`src/sscm_defs.svh`:
```
`ifndef SSCM_DEFS_SVH
`define SSCM_DEFS_SVH

`define SSCM_NUM_PINS      3
`define SSCM_NUM_CLKS      2
`define SSCM_CS_INACTIVE   1'h1
`define SSCM_SPACE_ZERO    2'h0
`define SSCM_SPACE_ONE     2'h1
`define SSCM_SPACE_TWO     2'h2
`define SSCM_HOLDER_RESET  1'h1
`define SSCM_GPIO_DIR_RST  3'h0
`define SSCM_CLK_DIV_HALF  4'h1

`endif

```
`src/sscm_pkg.sv`:
```
package sscm_pkg;

    typedef enum logic [1:0] {
        SSCM_IN_RESET,
        SSCM_FUNC_GPIO,
        SSCM_FUNC_CS
    } sscm_mode_t;

    // per-pin drive request before the global float conditions
    typedef struct packed {
        logic [2:0] value;
        logic [2:0] drive;
    } sscm_drive_t;

    // test and hold conditions that force the pins to float
    typedef struct packed {
        logic trst_b;
        logic emulation_pin_zero;
        logic emulation_one_off_pin;
        logic hold_req;
    } sscm_float_t;

endpackage

```
`src/sscm_pin_mux.sv`:
```
`timescale 1ns/10ps
`include "sscm_defs.svh"

// Operation
// - strap low at reset gives the I/O bits, strap high gives chip-selects.
// - function is latched at reset release and kept until next reset.
// - I/O function starts with every bit as input after reset.
// - chip-select pins float in reset, then drive 1 (inactive).
// - all three pins float while reset is low.
// - selects zero, one, two each assert only for their own space.
// - pins float while hold request puts the device in hold.
// - memory clocks keep toggling in hold unless float-in-hold bit is 1.
// - pins float in OFF mode: test reset 0, emu zero 1, emu one/off 0.
// - bus holder per pin, enabled by default, software may switch it.
module sscm_pin_mux (
    // clock and reset
    input  wire logic                 sys_clk,
    input  wire logic                 rst_b,
    // strap
    input  wire logic                 function_strap_pin,
    // float conditions
    input  wire sscm_pkg::sscm_float_t float_ctl,
    // general-purpose I/O from the parallel port logic
    input  wire logic [2:0]           gpio_dir_out,
    input  wire logic [2:0]           gpio_out,
    input  wire logic                 gpio_dir_we,
    input  wire logic [2:0]           gpio_dir_wdata,
    output logic [2:0]                gpio_in,
    // memory interface access
    input  wire logic                 mem_access,
    input  wire logic [1:0]           mem_space,
    // control register bits
    input  wire logic                 holder_we,
    input  wire logic                 holder_wdata,
    input  wire logic [1:0]           clock_out_float_in_hold,
    // pins: parallel_io_bit_a/b/c or mem_space_select_zero/one/two
    input  wire logic [2:0]           pin_i,
    output logic [2:0]                pin_o,
    output logic [2:0]                pin_oe_b,
    output logic [2:0]                pin_holder_en,
    output logic [1:0]                mem_clock_output,
    output logic [1:0]                mem_clock_output_oe_b,
    // status
    output logic                      cs_function,
    output logic [2:0]                gpio_dir
);

    sscm_pkg::sscm_mode_t  mode;
    sscm_pkg::sscm_drive_t req;
    logic                  in_hold;
    logic                  in_off;
    logic                  pins_float;
    logic [2:0]            cs_hit;
    logic [2:0]            next_pin_o;
    logic [2:0]            next_pin_oe_b;
    logic [2:0]            next_gpio_dir;
    logic                  holder_en;

    function automatic logic [2:0] space_decode(input logic acc, input logic [1:0] sp);
        space_decode = 3'h0;
        if (acc && sp == `SSCM_SPACE_ZERO) space_decode = 3'h1;
        if (acc && sp == `SSCM_SPACE_ONE)  space_decode = 3'h2;
        if (acc && sp == `SSCM_SPACE_TWO)  space_decode = 3'h4;
    endfunction

    assign in_hold    = float_ctl.hold_req;
    // off mode decode
    assign in_off     = ~float_ctl.trst_b & float_ctl.emulation_pin_zero
                        & ~float_ctl.emulation_one_off_pin;
    assign pins_float = in_hold | in_off;
    assign cs_hit     = space_decode(mem_access, mem_space);

    // chip-selects are active low, idle at 1
    assign req.value = (mode == sscm_pkg::SSCM_FUNC_CS) ? ~cs_hit : gpio_out;
    assign req.drive = (mode == sscm_pkg::SSCM_FUNC_CS) ? 3'h7 :
                       (mode == sscm_pkg::SSCM_FUNC_GPIO) ? gpio_dir : 3'h0;

    assign next_pin_o    = req.value;
    assign next_pin_oe_b = pins_float ? 3'h7 : ~req.drive;
    assign next_gpio_dir = gpio_dir_we ? gpio_dir_wdata : gpio_dir;

    // mode leaves reset state only at release; strap taken there
    always_ff @(posedge sys_clk) begin
        if (!rst_b) begin
            mode <= sscm_pkg::SSCM_IN_RESET;
        end else if (mode == sscm_pkg::SSCM_IN_RESET) begin
            mode <= function_strap_pin ? sscm_pkg::SSCM_FUNC_CS
                                       : sscm_pkg::SSCM_FUNC_GPIO;
        end
    end

    // directions reset to inputs
    always_ff @(posedge sys_clk) begin
        if (!rst_b) begin
            gpio_dir <= `SSCM_GPIO_DIR_RST;
        end else begin
            gpio_dir <= next_gpio_dir | (gpio_dir_out & 3'h0);
        end
    end

    // pins float during reset
    always_ff @(posedge sys_clk) begin
        if (!rst_b) begin
            pin_o    <= {`SSCM_NUM_PINS{`SSCM_CS_INACTIVE}};
            pin_oe_b <= 3'h7;
        end else begin
            pin_o    <= next_pin_o;
            pin_oe_b <= next_pin_oe_b;
        end
    end

    // bus holder enabled by default
    always_ff @(posedge sys_clk) begin
        if (!rst_b) begin
            holder_en <= `SSCM_HOLDER_RESET;
        end else if (holder_we) begin
            holder_en <= holder_wdata;
        end
    end

    always_ff @(posedge sys_clk) begin
        if (!rst_b) begin
            pin_holder_en <= {`SSCM_NUM_PINS{`SSCM_HOLDER_RESET}};
            gpio_in       <= 3'h0;
            cs_function   <= 1'h0;
        end else begin
            pin_holder_en <= {`SSCM_NUM_PINS{holder_en}};
            gpio_in       <= (mode == sscm_pkg::SSCM_FUNC_GPIO) ? pin_i : 3'h0;
            cs_function   <= (mode == sscm_pkg::SSCM_FUNC_CS);
        end
    end

    genvar gi;
    generate
        for (gi = 0; gi < `SSCM_NUM_CLKS; gi = gi + 1) begin : g_clk
            sscm_clk_out u_clk (
                .sys_clk                 (sys_clk),
                .rst_b                   (rst_b),
                .in_hold                 (in_hold),
                .in_off                  (in_off),
                .clock_out_float_in_hold (clock_out_float_in_hold[gi]),
                .clk_o                   (mem_clock_output[gi]),
                .clk_oe_b                (mem_clock_output_oe_b[gi])
            );
        end
    endgenerate

endmodule

```
`src/sscm_clk_out.sv`:
```
`timescale 1ns/10ps
`include "sscm_defs.svh"

// one memory clock output: divides sys_clk, floats in hold if asked
module sscm_clk_out (
    // clock and reset
    input  wire logic sys_clk,
    input  wire logic rst_b,
    // control
    input  wire logic in_hold,
    input  wire logic in_off,
    input  wire logic clock_out_float_in_hold,
    // pin
    output logic      clk_o,
    output logic      clk_oe_b
);

    logic next_clk;
    logic next_oe_b;

    assign next_clk  = ~clk_o;
    // toggles through hold unless told to float
    assign next_oe_b = in_off | (in_hold & clock_out_float_in_hold);

    always_ff @(posedge sys_clk) begin
        if (!rst_b) begin
            clk_o    <= 1'h0;
            clk_oe_b <= 1'h1;
        end else begin
            clk_o    <= next_clk;
            clk_oe_b <= next_oe_b;
        end
    end

endmodule

```
`config.mk`:
```
export PLATFORM = sky130hd
export DESIGN_NAME = sscm_pin_mux
export DESIGN_NICKNAME = d
export VERILOG_FILES = /design/src/sscm_pkg.sv /design/src/sscm_pin_mux.sv /design/src/sscm_clk_out.sv
export VERILOG_INCLUDE_DIRS = /design/src /design/src/src
export SDC_FILE = /design/constraint.sdc
export NUM_CORES = 1
export LEC_CHECK = 0
export BUFFER_PORTS_ARGS = -buffer_cell sky130_fd_sc_hd__buf_2
export CORE_AREA = 2 2 47 49
export CTS_CLUSTER_SIZE = 40
export DETAILED_ROUTE_END_ITERATION = 10
export DIE_AREA = 0 0 49 51
export GPL_TIMING_DRIVEN = 0
export PLACE_DENSITY_LB_ADDON = 0.15
export SETUP_SLACK_MARGIN = 0.1
export SYNTH_ARGS = -nofsm -noshare
export SYNTH_HDL_FRONTEND = slang
export SYNTH_HIERARCHICAL = 1
export SYNTH_SLANG_ARGS = --single-unit
```
`constraint.sdc`:
```
create_clock -name sys_clk -period 1.2 [get_ports sys_clk]
set_input_delay 0.18 -clock sys_clk [delete_from_list [all_inputs] [get_ports sys_clk]]
set_output_delay 0.18 -clock sys_clk [all_outputs]
set_load 0.01 [all_outputs]
```
==> summary.md, run 1 <==
| Metric | Value |
|---|---|
| Clk sinks | 21 |
| ANT nets after route | 0 |
| Layout cells sized above 1 | 0.5304 |
| GRT Util Overall | 0.1299 |
| CP Launch Type | register |
| Number of vias per cell | between 4 and 5 |
| H-Tree Depth | 1 |
| Number of buffers created by CTS | 3 |
| Yosys top cell area share | 0.5308 |
| Top achievable clock speed | ~960 MHz |
| Die area | around 2500 um2 |
| CP Max Fanout | 3 |
| Hold WC Path Type | in2reg |
| Clk pin slew, worst setup/hold paths | 0.11 ns |
| CTS Buffer Depth | 2 |
| Static Leak | 0.5369 nW |
| Ports | 47 |
| Seq/Total Area, Yosys | 0.5308 |
| GPL Wtd Cong | 0.6491 |
| Port bufs | 43 |
| Max Clock Skew | roughly 0.0047 ns |
| Vias after detailed routing | 638 |
| Post-route design area | between 1000 and 1500 um2 |
| Rel. slew slack | 0.8427 |
| Initial DRC count | 3 |
| Total Nets Final | 143 |
| Maximum vdd drop | ~0.62 mV |
| Tightest Pin Transition | 0.2328 ns |
| Commonest non-fill, non-tap cell in the layout | buf_2 |
| Post-synthesis mux area share | 0.08847 |
| Simple-gate area share of the yosys netlist | 0.2891 |
| Post_cts resized | 0 |
| Syn nets | 95 |
| Final setup vio count | 0 |
| Final Hold Viols | 0 |
| Hpwl dp | 1.110 mm |
| Gr ovfl total | 0 |
| Status | complete, no violations |
| WL/cell | 9.462 um |
| Hold Path Cell Cnt | 3 |
| Synth Area in XOR/XNOR | 0 |
| CTS tree | built |
| Final wirelength | 1.353 mm |
| Synth Cell Area | 792.0 um2 |
| Filler cell count | about 200 |
| Final period util | 0.8643 |
| Unrepaired setup endpoints after global routing | no |
| Clock latency on the worst-skew pair | 0.29 ns |
| Initial Utilization | 0.3839 |
| # DRC | 0 |
| Area post-placement | 1042 um2 |
| Die Wd | 49 um |
| Clock period minus worst slack | 1.037 ns |
| Max-slew violations | 0 |
| Synth top area cells | dfxtp_1 53%, mux2i_1 8.8%, nor2b_1 6.3%, and3b_2 3.8%, nor2b_4 3.5% |
| Die H | around 51 um |
| N_diodes | 0 |
| Largest family of logic cells by synthesized area | simple AND/OR/NAND/NOR gates |
| First-pass detailed-route iteration total | 3 |
| Most frequent cells in the layout | 42 x buf_2, 20 x dfxtp_1, 8 x nor2b_1 |
| First-pass GRT wire length | 2.408 mm |
| Setup TNS | 0 ns |
| Setup CP Type | reg2out |
| Crit. End Element | primary output |
| Postcts setup bufs | 0 |
| Worst R2R Path Depth | 2 |
| Required @ worst endpoint | 1.02 ns |
| Register bit count reported by yosys | 21 |
| Minimum hold slack | 0.08631 ns |
| PwrDens | 1173 nW/um2 |
| Row Count | 17 |
| Largest net degree at the start of global routing | 14 |
| Critical Path AT | 0.86 ns |
| Root buf cell | clkbuf_4 |
| Post-synth top area cell | dfxtp_1 |
| Core Region | slightly above 2000 um2 |
| Yosys warns | 6 |
| Cts hold-fix bufs | 0 |
| Initial antenna violation count | 0 |
| Netlist cell types | 22 |
| Syn Area/Cell | 11.65 um2 |
| Maxcap violations | 0 |
| Synth Area in Adders | 0 |
| Synth Instances | 68 |
| Synth Area in Compound Gates | 0.04739 |
| Vias in the first global route | 584 |
| Synth-to-layout area growth | 36.65% |
[logic make-up (layout without fill, tap and decap cells)]
kind of cell	after synthesis	in the layout
simple gates	30	30
flops	21	21
mux	7	7
compound gates	5	5
buf+inv	5	52
[metal layers]
metal,GRT usage,share of wire,vias to the layer above
li1,-,-,327
met1,0.1429,0.40,287
met2,0.2260,0.53,22
met3,0.03801,0.069,2
met4,0.07143,0.0081,0
met5,0,0,-
[path summary, 6_finish.rpt]
path / start / slack, ns / endpoint
hold reg to reg: holder_en$_SDFFE_PN1P_ / 0.45 / pin_holder_en[0]$_SDFF_PN1_
hold / removal: clock_out_float_in_hold[0] / 0.09 / g_clk[0].u_clk/clk_oe_b$_SDFF_PN1_
setup / recovery: pin_holder_en[0]$_SDFF_PN1_ / 0.16 / pin_holder_en[1]
setup reg to reg: mode[1]$_SDFFE_PN0N_ / 0.24 / gpio_in[0]$_SDFF_PN0_
[through the flow]
step	worst slack [ns]	std cells	util	total power [W]
2_1_floorplan	0.3100	68	-	0.0008742
3_3_place_gp	0.2506	139	0.5052	0.0009583
3_5_place_dp	0.2361	139	0.5052	0.0009635
4_1_cts	0.1339	143	0.5179	0.001287
5_1_grt	0.1069	143	0.5246	0.001357
6_report	0.1628	143	0.5246	0.001269
[cells in the mapped netlist, drive strengths merged]
| cell | count |
|---|---|
| nor2 | 1 |
| nand2b | 1 |
| nand3b | 2 |
| or3b | 1 |
| mux2i | 7 |
| and3 | 3 |
| nand2 | 3 |
| inv | 1 |
| o21a | 2 |
| nor4bb | 1 |
| o211ai | 3 |
| and4b | 2 |
| buf | 4 |
| and3b | 3 |
| and2b | 1 |
| dfxtp | 21 |
| and2 | 1 |
| nor2b | 11 |
[critical path, cell delays in order (launching register included)]
cell and delay, ns:
dfxtp_2 0.34, buf_4 0.12, buf_6 0.11
[flip-flops by register name, summed over array words and instances, names as in the netlist]
register / flops
gpio_dir: 3
mode: 2
pin_o: 3
g_clk.u_clk/clk_o: 2
cs_function: 1
pin_holder_en: 1
holder_en: 1
pin_oe_b: 3
gpio_in: 3
g_clk.u_clk/clk_oe_b: 2
[layout make-up]
type,count,area (um2),area share
repair buffers,43,227.7,0.2104
inverters,1,3.754,0.003468
multi-input cells,42,336.6,0.3110
flip-flops and latches,21,421.7,0.3896
clock buffers,4,26.28,0.02428
plain buffers,4,31.28,0.02890
well taps,28,35.03,0.03237
[power breakdown]
part           total [W]  internal [W]  switching [W]
combinational   0.000188      0.000109      0.0000786
clock           0.000323      0.000129       0.000193
sequential      0.000759      0.000737      0.0000216
total            0.00127      0.000976       0.000294
No activity file was read; power rests on OpenSTA's default activity.
==> inputs of run 2 (changes only) <==
CORE_AREA = 2 2 48 50   (was 2 2 47 49)
DIE_AREA = 0 0 50 52   (was 0 0 49 51)
SYNTH_HIERARCHICAL = unset   (was 1)
==> run 2 against run 1 <==
Power rose by 1.8%. Non-clock buffer count increased by 4. Die area increased by 4.0%. Largest cell class unchanged.
==> summary.md, run 2 <==
| Metric | Value |
|---|---|
| Maximum vdd drop | 0.8207 mV (+33%) |
| Die area | 2600 um2 (+4.0%) |
| Ports | 47 (unchanged) |
| # DRC | 0 (unchanged) |
| Final wirelength | 1.512 mm (+12%) |
| Die H | 52 um (+2.0%) |
| Synth Area in XOR/XNOR | 0 (unchanged) |
| Post-synth top area cell | dfxtp_1 |
| Hold WC Path Type | in2reg |
| CP Launch Type | register |
| Most frequent cell after synthesis | dfxtp_1 |
| Commonest non-fill, non-tap cell in the layout | buf_2 |
| Netlist cell types | 26 (+18%) |
| Critical path's slowest cell | dfxtp_2 |
| Post-route design area | 1101 um2 (+1.7%) |
| Clk pin slew, worst setup/hold paths | 0.11 ns (about the same) |
| Initial Utilization | 0.3850 (+0.001158) |
| Critical Path AT | 0.87 ns (about the same) |
| Syn Area/Cell | 11.11 um2 (-4.6%) |
| Synth Area in Adders | 0 (unchanged) |
| Tightest Pin Transition | 0.2985 ns (+0.06576 ns) |
| Syn nets | 100 (+5.3%) |
| Total Nets Final | 148 (+3.5%) |
| Setup TNS | 0 ns (unchanged) |
| Critical Path, Cell by Cell | buf_4 > buf_6 |
| First-pass GRT wire length | 2.532 mm (+5.1%) |
| Final Hold Viols | 0 (unchanged) |
| Max stage delay on crit path | 0.34 ns (about the same) |
| Initial DRC count | 1 (-2) |
| Die Wd | 50 um (+2.0%) |
| CTS tree | built |
| GRT Util Overall | 0.1309 (+0.0009529) |
| Total power | 0.001293 W (+1.8%) |
| Setup CP Type | reg2out |
| Register bit count reported by yosys | 21 (unchanged) |
| GPL Wtd Cong | 0.7001 (+7.9%) |
| Post-synth top cells | 21 x dfxtp_1, 7 x buf_4, 7 x nor2b_1, 5 x mux2i_1 |
| Synth top area cells | dfxtp_1 52%, buf_4 6.5%, mux2i_1 6.2%, nor2b_1 5.4%, and3_1 2.3% |
| Largest net degree at the start of global routing | 12 (-2) |
| Top achievable clock speed | 953.9 MHz (-1.1%) |
| Number of vias per cell | 4.412 (-1.1%) |
| Layout cells sized above 1 | 0.5333 (+0.002899) |
| Max-slew violations | 0 (unchanged) |
| PwrDens | 1174 nW/um2 (about the same) |
| Cts hold-fix bufs | 0 (unchanged) |
| H-Tree Depth | 1 (unchanged) |
| Post-synthesis mux area share | 0.06173 (-0.02674) |
| Core Region | 2106 um2 (+2.1%) |
| Simple-gate area share of the yosys netlist | 0.2654 (-0.02367) |
| Gr ovfl total | 0 (unchanged) |
| N_diodes | 0 (unchanged) |
| Vias in the first global route | 565 (-3.3%) |
| Yosys warns | 0 (-6) |
| Filler cell count | 223 (+14%) |
| Clock latency on the worst-skew pair | 0.29 ns (about the same) |
| Yosys top cell area share | 0.5185 (-0.01229) |
| Async SR Flop Fraction | 0 (unchanged) |
| Most frequent cells in the layout | 42 x buf_2, 20 x dfxtp_1, 7 x nor2b_1, 7 x buf_4, 5 x mux2i_1 |
| Clock period minus worst slack | 1.048 ns (+0.01111 ns) |
| Seq/Total Area, Yosys | 0.5185 (-0.01229) |
| Minimum hold slack | 0.08913 ns (+0.002821 ns) |
| Required @ worst endpoint | 1.02 ns (about the same) |
| Area post-placement | 1061 um2 (+1.8%) |
| Row Count | 17 (unchanged) |
| WL/cell | 10.22 um (+8.0%) |
| Vias after detailed routing | 653 (+2.4%) |
| Largest family of logic cells by synthesized area | simple AND/OR/NAND/NOR gates |
| Synth-to-layout area growth | 35.80% |
| ANT nets after route | 0 (unchanged) |
| Number of synthesized flops with an enable pin | 0 (unchanged) |
| Static Leak | 0.5514 nW (+2.7%) |
| Reg area | 421.7 um2 (unchanged) |
| First-pass detailed-route iteration total | 2 (-1) |
| Synth Flop Type | dfxtp_1 |
| Area of the multi-input gates | 325.3 um2 (-3.3%) |
| Clk sinks | 21 (unchanged) |
| Root buf cell | clkbuf_4 |
| CTS Buffer Depth | 2 (unchanged) |
| Hpwl dp | 1.162 mm (+4.7%) |
| Maxcap violations | 0 (unchanged) |
| Final setup vio count | 0 (unchanged) |
| Rel. slew slack | 0.8007 (-0.04200) |
| Synth Cell Area | 810.8 um2 (+2.4%) |
| Synth Area in Compound Gates | 0.07407 (+0.02668) |
| Final period util | 0.8736 (+0.009260) |
| Port bufs | 43 (unchanged) |
| Unrepaired setup endpoints after global routing | no |
| Synth Instances | 73 (+7.4%) |
| CP Max Fanout | 3 (unchanged) |
| Initial antenna violation count | 0 (unchanged) |
| Status | complete, no violations |
| Crit. End Element | primary output |
| Max Clock Skew | 0.001011 ns (-0.003660 ns) |
| Number of buffers created by CTS | 3 (unchanged) |
==> run 2: changes by cell type after synthesis, sizes merged, moves of 2 or more <==
cell / change
buf: +4
nor2b: -3
a32oi: +2
and2b: +2
mux2i: -2
nand3: +2
nand3b: -2
==> run 2: worst max-delay path: cells and delay by family (launching register included) <==
kind | cells | cell delay [ns]
flops | 1 | 0.34
buf+inv | 2 | 0.23
==> run 2: area by class of cell <==
class,count,area share
multi-input cells,42,0.2955
repair buffers,43,0.2068
inverters,2,0.006818
clock buffers,4,0.02386
well taps,28,0.03182
flip-flops and latches,21,0.3830
plain buffers,8,0.05227
==> run 2: per-layer routing <==
layer,wire length [um],vias to the layer above,global-route usage
li1,-,339,-
met1,634,291,0.1613
met2,773,21,0.1974
met3,89,2,0.03161
met4,14,0,0.09722
met5,0,-,0
==> run 2: cell families after synthesis <==
| logic type | count (synthesis) |
|---|---|
| AO/OA/AOI/OAI | 7 |
| buffers and inverters | 10 |
| flip-flops | 21 |
| multiplexers | 5 |
| AND/OR/NAND/NOR | 30 |
==> run 2: worst paths after layout <==
path / slack [ns] / start / end / cells past startpoint
hold / removal: 0.09 / clock_out_float_in_hold[0] / g_clk[0].u_clk.clk_oe_b$_SDFF_PN1_ / 3
setup / recovery: 0.15 / pin_holder_en[0]$_SDFF_PN1_ / pin_holder_en[1] / 2
hold reg to reg: 0.42 / g_clk[0].u_clk.clk_o$_SDFF_PN0_ / g_clk[0].u_clk.clk_o$_SDFF_PN0_ / 1
setup reg to reg: 0.19 / mode[0]$_SDFFE_PN0N_ / cs_function$_SDFF_PN0_ / 2
==> run 2: what timing repair did <==
| action | 4_1_cts | 5_1_grt |
|---|---|---|
| setup endpoints to repair | 0 | 2 |
| resized for setup | 0 | 3 |
| setup buffers | 0 | 0 |
==> run 2: where the power goes <==
| group | internal, W | leakage, nW | switching [W] | total, W |
|---|---|---|---|---|
| sequential | 0.000737 | 0.173 | 0.0000239 | 0.000761 |
| clock | 0.000129 | 0.0150 | 0.000204 | 0.000333 |
| combinational | 0.000118 | 0.363 | 0.0000809 | 0.000199 |
| total | 0.000984 | 0.551 | 0.000309 | 0.00129 |
==> run 2: metrics by stage <==
step	instances	setup WS, ns	utilization
2_1_floorplan	73	0.3066	-
3_3_place_gp	144	0.2199	0.5039
3_5_place_dp	144	0.1985	0.5039
4_1_cts	148	0.1251	0.5163
5_1_grt	148	0.1093	0.5229
6_report	148	0.1517	0.5229
